[config.mk]
export PLATFORM = sky130hd
export DESIGN_NAME = fhl_log
export DESIGN_NICKNAME = d
export VERILOG_FILES = /design/src/verilog/fhl_pkg.sv /design/src/verilog/fhl_log.sv
export SDC_FILE = /design/constraint.sdc
export NUM_CORES = 2
export LEC_CHECK = 0
export ABC_CLOCK_PERIOD_IN_PS = 24300
export BUFFER_PORTS_ARGS = -buffer_cell sky130_fd_sc_hd__buf_2
export CELL_PAD_IN_SITES_DETAIL_PLACEMENT = 0
export CELL_PAD_IN_SITES_GLOBAL_PLACEMENT = 1
export CORE_UTILIZATION = 35
export CTS_CLUSTER_DIAMETER = 200
export DETAILED_ROUTE_END_ITERATION = 8
export GPL_TIMING_DRIVEN = 0
export PLACE_DENSITY_LB_ADDON = 0.08
export SKIP_LAST_GASP = 1
export SLEW_MARGIN = 20
export SYNTH_ARGS = -nofsm -noshare
export SYNTH_HDL_FRONTEND = slang
export SYNTH_SLANG_ARGS = --single-unit
[constraint.sdc]
create_clock -name core_clk -period 24.3 [get_ports core_clk]
set_clock_uncertainty 0.1 [all_clocks]
set_input_delay 4.86 -clock core_clk [delete_from_list [all_inputs] [get_ports core_clk]]
set_output_delay 4.86 -clock core_clk [all_outputs]
set_load 0.01 [all_outputs]
[src/verilog/fhl_pkg.sv]
// package of the fault history log: register offsets, widths, reset values
// assumes a parameter-style register port addressed by 16-bit offset
package fhl_pkg;
  // ==========================================================
  // register offsets
  localparam logic [15:0] FHL_LAST_STOP_OFS    = 16'h1C0A;
  localparam logic [15:0] FHL_POWER_ON_OFS     = 16'h3B04;
  localparam logic [15:0] FHL_CLEAR_OFS        = 16'h3B08;
  localparam logic [15:0] FHL_REWIND_OFS       = 16'h3B0A;
  localparam logic [15:0] FHL_ERR_CODE_OFS     = 16'h3C02;
  localparam logic [15:0] FHL_ERR_CLASS_OFS    = 16'h3C04;
  localparam logic [15:0] FHL_ERR_TIME_OFS     = 16'h3C06;
  localparam logic [15:0] FHL_QUAL_OFS         = 16'h3C08;
  localparam logic [15:0] FHL_EN_CYC_OFS       = 16'h3C0A;
  localparam logic [15:0] FHL_EN_TIME_OFS      = 16'h3C0C;
  localparam logic [15:0] FHL_VBUS_OFS         = 16'h3C0E;
  localparam logic [15:0] FHL_VEL_OFS          = 16'h3C10;
  localparam logic [15:0] FHL_CUR_OFS          = 16'h3C12;
  localparam logic [15:0] FHL_TEMP_PA_OFS      = 16'h3C14;
  localparam logic [15:0] FHL_TEMP_DEV_OFS     = 16'h3C16;
  // ==========================================================
  // values and limits
  localparam int          FHL_DEPTH            = 10;
  localparam logic [15:0] FHL_CMD_ACTIVE       = 16'h0001;
  localparam logic [15:0] FHL_LAST_STOP_RST    = 16'h0000;
  localparam logic [15:0] FHL_END_MARK         = 16'h0000;
  localparam logic [2:0]  FHL_CLASS_MAX        = 3'h4;
  localparam logic [31:0] FHL_TIME_MAX         = 32'h1FFFFFFF;
  // ==========================================================
  // clear sequencer states
  typedef enum logic [1:0] {
    FHL_IDLE  = 2'b00,
    FHL_WIPE  = 2'b01
  } fhl_clr_state_t;
  // ==========================================================
  // one history entry
  typedef struct packed {
    logic [15:0] code;
    logic [2:0]  err_class;
    logic [31:0] err_time;
    logic [15:0] qual;
    logic [15:0] en_cycles;
    logic [15:0] en_time;
    logic [15:0] vbus;
    logic [15:0] velocity;
    logic [15:0] current;
    logic [15:0] temp_pa;
    logic [15:0] temp_dev;
  } fhl_entry_t;
endpackage

[src/verilog/fhl_log.sv]
// fault history log: ten-entry error snapshot store with sequential reader
// assumes error events and live measurements come synchronous to core_clk;
// retention across power-off is provided by the storage technology, so the
// history array has no reset here
// ==========================================================
module fhl_log
  import fhl_pkg::*;
#(
  parameter int DEPTH = FHL_DEPTH
) (
  input  wire logic        core_clk,
  input  wire logic        rst,
  input  wire logic        err_valid,
  input  wire logic [15:0] err_code,
  input  wire logic [2:0]  err_class,
  input  wire logic [15:0] err_qual,
  input  wire logic [31:0] op_seconds,
  input  wire logic [15:0] live_current,
  input  wire logic [15:0] live_vbus,
  input  wire logic [15:0] live_velocity,
  input  wire logic [15:0] live_temp_pa,
  input  wire logic [15:0] live_temp_dev,
  input  wire logic [31:0] power_on_count,
  input  wire logic        stage_enable,
  input  wire logic        ctrl_power_up,
  input  wire logic        sec_tick,
  input  wire logic        par_rd,
  input  wire logic        par_wr,
  input  wire logic [15:0] par_addr,
  input  wire logic [31:0] par_wdata,
  output logic [31:0]      par_rdata,
  output logic             par_ack,
  output logic             par_err
);
  localparam int CW = $clog2(DEPTH + 1);
  localparam int PW = $clog2(DEPTH + 1);

  // ==========================================================
  // storage
  fhl_entry_t         hist_mem [DEPTH];
  fhl_entry_t         stage_r;
  logic [CW-1:0]      count_r;
  logic [PW-1:0]      rd_ptr_r;
  logic [15:0]        last_stop_r;
  logic [15:0]        en_cyc_r;
  logic [15:0]        en_time_r;
  logic               stage_en_d_r;
  fhl_clr_state_t     clr_state_r;
  logic [31:0]        rdata_nxt;
  logic               hit;
  fhl_entry_t         snap;

  // strobe and address are arguments so the nets follow every change
  function automatic logic addr_hit(input logic        stb,
                                    input logic [15:0] a,
                                    input logic [15:0] ofs);
    return stb && (a == ofs);
  endfunction

  wire logic code_rd   = addr_hit(par_rd, par_addr, FHL_ERR_CODE_OFS);
  wire logic clr_req   = addr_hit(par_wr, par_addr, FHL_CLEAR_OFS) &&
                         (par_wdata[15:0] == FHL_CMD_ACTIVE);
  wire logic rewind    = addr_hit(par_wr, par_addr, FHL_REWIND_OFS) &&
                         (par_wdata[15:0] == FHL_CMD_ACTIVE);
  wire logic entry_ok  = {1'b0, rd_ptr_r} < {1'b0, count_r};
  wire logic clearing  = (clr_state_r == FHL_WIPE);

  // ==========================================================
  // enable statistics
  // enable cycle count
  always_ff @(posedge core_clk) begin
    stage_en_d_r <= rst ? 1'b0 : stage_enable;
    if (rst || ctrl_power_up) begin
      en_cyc_r <= '0;
    end else if (stage_enable && !stage_en_d_r) begin
      en_cyc_r <= en_cyc_r + 16'h0001;
    end
  end

  always_ff @(posedge core_clk) begin
    if (rst || (stage_enable && !stage_en_d_r)) begin
      en_time_r <= '0;
    end else if (stage_enable && sec_tick && en_time_r != 16'hFFFF) begin
      en_time_r <= en_time_r + 16'h0001;
    end
  end

  // ==========================================================
  // snapshot of the live values at detection
  // capture at detection
  always_comb begin
    snap.code      = err_code;
    snap.err_class = (err_class > FHL_CLASS_MAX) ? FHL_CLASS_MAX : err_class;
    snap.err_time  = (op_seconds > FHL_TIME_MAX) ? FHL_TIME_MAX : op_seconds;
    snap.qual      = err_qual;
    snap.en_cycles = en_cyc_r;
    snap.en_time   = en_time_r;
    snap.vbus      = live_vbus;
    snap.velocity  = live_velocity;
    snap.current   = live_current;
    snap.temp_pa   = live_temp_pa;
    snap.temp_dev  = live_temp_dev;
  end

  // ==========================================================
  // history array, no reset so contents persist
  // ordered store
  always_ff @(posedge core_clk) begin
    if (err_valid && !clearing) begin
      if (count_r == CW'(DEPTH)) begin
        for (int i = 0; i < DEPTH - 1; i++) begin
          hist_mem[i] <= hist_mem[i+1];
        end
        hist_mem[DEPTH-1] <= snap;
      end else begin
        hist_mem[count_r] <= snap;
      end
    end
  end

  always_ff @(posedge core_clk) begin
    if (rst) begin
      clr_state_r <= FHL_IDLE;
    end else begin
      case (clr_state_r)
        FHL_IDLE: begin
          if (clr_req) clr_state_r <= FHL_WIPE;
        end
        FHL_WIPE: begin
          clr_state_r <= FHL_IDLE;
        end
        default: clr_state_r <= FHL_IDLE;
      endcase
    end
  end

  always_ff @(posedge core_clk) begin
    if (clearing) begin
      count_r <= '0;
    end else if (err_valid && count_r != CW'(DEPTH)) begin
      count_r <= count_r + CW'(1);
    end
  end

  // ==========================================================
  // read pointer and staging
  // pointer control
  always_ff @(posedge core_clk) begin
    if (rst || rewind || clearing) begin
      rd_ptr_r <= '0;
    end else if (code_rd && entry_ok) begin
      rd_ptr_r <= rd_ptr_r + PW'(1);
    end
  end

  always_ff @(posedge core_clk) begin
    if (rst) begin
      stage_r <= '0;
    end else if (code_rd) begin
      stage_r <= entry_ok ? hist_mem[rd_ptr_r] : '0;
    end
  end

  always_ff @(posedge core_clk) begin
    if (rst) begin
      last_stop_r <= FHL_LAST_STOP_RST;
    end else if (err_valid && err_class != 3'h0) begin
      last_stop_r <= err_code;
    end
  end

  // ==========================================================
  // register read port
  always_comb begin
    hit       = 1'b1;
    rdata_nxt = '0;
    if (par_addr == FHL_LAST_STOP_OFS) begin
      rdata_nxt = {16'h0000, last_stop_r};
    end else if (par_addr == FHL_POWER_ON_OFS) begin
      rdata_nxt = power_on_count;
    end else if (par_addr == FHL_CLEAR_OFS) begin
      rdata_nxt = {31'h0, clearing || clr_req};
    end else if (par_addr == FHL_REWIND_OFS) begin
      rdata_nxt = '0;
    end else if (par_addr == FHL_ERR_CODE_OFS) begin
      rdata_nxt = {16'h0000, entry_ok ? hist_mem[rd_ptr_r].code
                                      : FHL_END_MARK};
    end else if (par_addr == FHL_ERR_CLASS_OFS) begin
      rdata_nxt = {29'h0, stage_r.err_class};
    end else if (par_addr == FHL_ERR_TIME_OFS) begin
      rdata_nxt = stage_r.err_time;
    end else if (par_addr == FHL_QUAL_OFS) begin
      rdata_nxt = {16'h0000, stage_r.qual};
    end else if (par_addr == FHL_EN_CYC_OFS) begin
      rdata_nxt = {16'h0000, stage_r.en_cycles};
    end else if (par_addr == FHL_EN_TIME_OFS) begin
      rdata_nxt = {16'h0000, stage_r.en_time};
    end else if (par_addr == FHL_VBUS_OFS) begin
      rdata_nxt = {16'h0000, stage_r.vbus};
    end else if (par_addr == FHL_VEL_OFS) begin
      rdata_nxt = {{16{stage_r.velocity[15]}}, stage_r.velocity};
    end else if (par_addr == FHL_CUR_OFS) begin
      rdata_nxt = {16'h0000, stage_r.current};
    end else if (par_addr == FHL_TEMP_PA_OFS) begin
      rdata_nxt = {{16{stage_r.temp_pa[15]}}, stage_r.temp_pa};
    end else if (par_addr == FHL_TEMP_DEV_OFS) begin
      rdata_nxt = {{16{stage_r.temp_dev[15]}}, stage_r.temp_dev};
    end else begin
      hit = 1'b0;
    end
  end

  always_ff @(posedge core_clk) begin
    if (rst) begin
      par_rdata <= '0;
      par_ack   <= 1'b0;
      par_err   <= 1'b0;
    end else begin
      par_rdata <= par_rd ? rdata_nxt : 32'h0;
      par_ack   <= (par_rd || par_wr) && hit;
      par_err   <= (par_rd || par_wr) && !hit;
    end
  end
endmodule

==> load_flow_metrics.sql <==
INSERT INTO impl_metrics (metric_group, metric, value, unit) VALUES
('die', 'floorplan.rows', '229', ''),
('grt', 'grt_antenna_before_repair', '93', ''),
('sta', 'worst_pin_slew', '1.31', 'ns'),
('sta', 'final_total_negative_setup_slack', '0', 'ns'),
('placed_design', 'placedCellCount', '14400', ''),
('setup_path', 'nature_of_the_critical_path_startpoint', 'primary input', ''),
('sta', 'setup_viol', '0', ''),
('clocking', 'tritoncts.num_buffers', '364', ''),
('sta', 'hold_viol', '0', ''),
('synthesis', 'post_synthesis_average_cell_area', '15.9', 'um2'),
('sta', 'setup_repair_after_global_routing_missed_its_margin', 'no', ''),
('power', 'cellPowerDensity', '94.0', 'nW/um2'),
('synthesis', 'synth.cell_area', '138000', 'um2'),
('sta', 'slew_violations', '0', ''),
('setup_path', 'cp.arrival', '9.31', 'ns'),
('placed_design', 'detailed_place_hpwl', '375', 'mm'),
('status', 'status', 'completed', ''),
('die', 'pin_count', '269', ''),
('grt', 'first_global_vias', '84300', ''),
('placed_design', 'io_buffer_count', '250', ''),
('synthesis', 'yosysWarnings', '0', ''),
('placed_design', 'finalWeightedCongestion', '0.891', ''),
('clocking', 'cts_resized', '0', ''),
('die', 'chipHeight', '629', 'um'),
('die', 'dieArea', '396000', 'um2'),
('clocking', 'numClockSinks', '3123', ''),
('sta', 'finalCritPeriodShare', '35.9', '%'),
('synthesis', 'synth_flop_cell', 'edfxtp_1', ''),
('hold_path', 'type_of_the_tightest_min_delay_check', 'reg -> reg', ''),
('synthesis', 'synth.top_cells.by_count', 'edfxtp_1 (2864), nand2_1 (1706), mux4_2 (879), mux2_2 (854), clkbuf_1 (510)', ''),
('synthesis', 'synth-simple-area-share', '6.30', '%'),
('sta', 'relative_slew_margins', '12.6', '%'),
('drt', 'drt-vias-per-instance', '5.58', ''),
('sta', 'period_minus_slack', '8.73', 'ns'),
('finish', 'layout-area-overhead-vs-synth', '17.4', '%'),
('drt', 'num_vias', '84400', ''),
('synthesis', 'compound_cell_area_share_of_the_yosys_netlist', '3.37', '%'),
('synthesis', 'post_synth_num_cell_types', '76', ''),
('clocking', 'htreeDepth', '5', ''),
('grt', 'track_usage', '25.7', '%'),
('placed_design', 'post_place_cell_area', '150000', 'um2'),
('sta', 'hold-worst-slack', '0.355', 'ns'),
('setup_path', 'required', '24.88', 'ns'),
('synthesis', 'synth-edff-count', '2864', ''),
('drt', 'final_routed_drc_violation_total', '0', ''),
('drt', 'initial_drt_pass_iterations', '6', ''),
('clocking', 'cts-root-buf', 'clkbuf_16', ''),
('setup_path', 'type_of_the_setup_path_with_the_least_slack', 'in -> reg', ''),
('synthesis', 'synth_top_family_by_area', 'multiplexers', ''),
('drt', 'drt.antenna.violating_nets', '0', ''),
('sta', 'timing.final.ws_setup', '15.57', 'ns'),
('finish', 'num-fill-cells', '35600', ''),
('synthesis', 'synth_top_area_share', '62.5', '%'),
('setup_path', 'setup.worst_path.end_class', 'flop', ''),
('die', 'floorplan.initialDensity', '35.3', '%'),
('synthesis', 'dominant_cells_by_area_after_synthesis', 'edfxtp_1 (62%), mux4_2 (14%), mux2_2 (7.0%)', ''),
('synthesis', 'post_synth_inst_count', '8645', ''),
('synthesis', 'seq_area_frac_synth', '66.2', '%'),
('finish', 'final_layout_size_suffix_gt1_share', '30.5', '%'),
('clocking', 'cts_post_setup_buffers_inserted', '0', ''),
('setup_path', 'cp_max_fo', '27', ''),
('job', 'maxCapViolCount', '0', ''),
('finish', 'nNetsFinal', '9808', ''),
('synthesis', 'yosys.area_share.adder', '0.0727', '%'),
('clocking', 'cts_hold_buf', '0', ''),
('finish', 'layoutNonFillerInstCount', '15100', ''),
('synthesis', 'ys_seq_elements', '3123', ''),
('drt', 'dr.first_iter.drc_count', '9688', ''),
('clocking', 'insertion_delay', '1.00', 'ns'),
('power', 'leakage', '53.5', 'nW'),
('synthesis', 'yosys-mux-area-fraction', '21.5', '%');
state kept, by name (all words and copies together), names as in the netlist, named ones only:
signal	flops
stage_r	163
par_rdata	32
en_time_r	16
clr_state_r	1
stage_en_d_r	1
rd_ptr_r	4
par_err	1
en_cyc_r	16
hist_mem	2864
last_stop_r	16
par_ack	1
count_r	4
power breakdown:
group	switching [mW]	leakage [nW]	internal, mW	total, mW
Combinational	1.64	19.9	0.945	2.59
Clock	2.33	5.63	3.07	5.39
Sequential	0.281	27.9	6.93	7.22
metrics by stage:
stage / utilization [%] / power [mW]
finish: 41.4 / 15.2
global route: 41.4 / 15.7
CTS: 41.4 / 15.3
detailed placement: 38.4 / 9.92
global placement: 37.3 / 10.2
floorplan: - / 8.73
layout make-up:
cell class	count	area [um2]	area share, %
plain buffers	723	3060	1.89
well taps	5197	6500	4.02
clock buffers	494	9880	6.11
inverters	56	210	0.130
flip-flops and latches	3123	91200	56.4
repair buffers	534	5450	3.37
multi-input cells	4763	43600	27.0
diodes	56	140	0.0867
clock inverters	174	1650	1.02
critical path, stage by stage:
cell and delay, ns:
buf_2 0.22, nor2b_1 0.26, nand4_1 0.23, nand2b_1 0.16
clkbuf_1 0.52, clkbuf_2 0.71, clkbuf_1 0.84, nand2_4 0.58
buf_12 0.36, buf_12 0.21, buf_12 0.20
path summary, 6_finish.rpt:
check                                   start                          end  slack (ns)  depth (start not counted)
hold / removal    last_stop_r[7]$_SDFFE_PP0P_  last_stop_r[7]$_SDFFE_PP0P_        0.35                          2
setup / recovery                    err_valid    hist_mem[3][27]$_DFFE_PP_       15.57                         11
hold reg to reg   last_stop_r[7]$_SDFFE_PP0P_  last_stop_r[7]$_SDFFE_PP0P_        0.35                          2
setup reg to reg                         flop     par_rdata[12]$_SDFF_PP0_       18.84                         10
logic make-up (layout without fill, tap and decap cells):
family                   after synthesis  count (layout)
buffers and inverters                779            1981
XOR/XNOR                              33              33
AO/OA/AOI/OAI                        764             764
multiplexers                        1757            1757
other                                  1              77
AND/OR/NAND/NOR                     2180            2180
adder cells (fa/ha/maj)                8               8
flip-flops                          3123            3123
layer usage:
layer / up-vias / routed length (um) / track usage [%]
met5: - / 108 / 0
met4: 18 / 21400 / 9.69
met3: 706 / 35300 / 4.33
met2: 3284 / 241000 / 41.0
met1: 45000 / 219000 / 35.3
li1: 35400 / - / -
placed cells by master (no fill, tap or decap), types with 10 or more instances in the layout:
cell type / n
buf_1: 60
nand3_1: 28
clkbuf_1: 560
nor2_1: 288
xnor2_1: 18
buf_4: 154
a2bb2oi_1: 10
nand4_1: 22
xor2_1: 15
a211oi_1: 17
nand2b_1: 11
conb_1: 21
buf_2: 375
clkinv_1: 64
nor2b_1: 20
mux2_2: 854
buf_6: 42
clkbuf_16: 370
clkinv_2: 63
bufinv_16: 19
a21oi_1: 108
mux2i_1: 24
nor3_1: 16
a22oi_1: 166
inv_1: 55
buf_16: 69
clkbuf_8: 16
edfxtp_1: 2864
mux4_2: 879
clkbuf_2: 60
diode_2: 56
o31ai_1: 22
and2_1: 38
o21ai_0: 350
nand2_1: 1697
dfxtp_1: 259
o22ai_1: 21
buf_12: 42
Note: power is estimated with default switching activity, not from simulation.
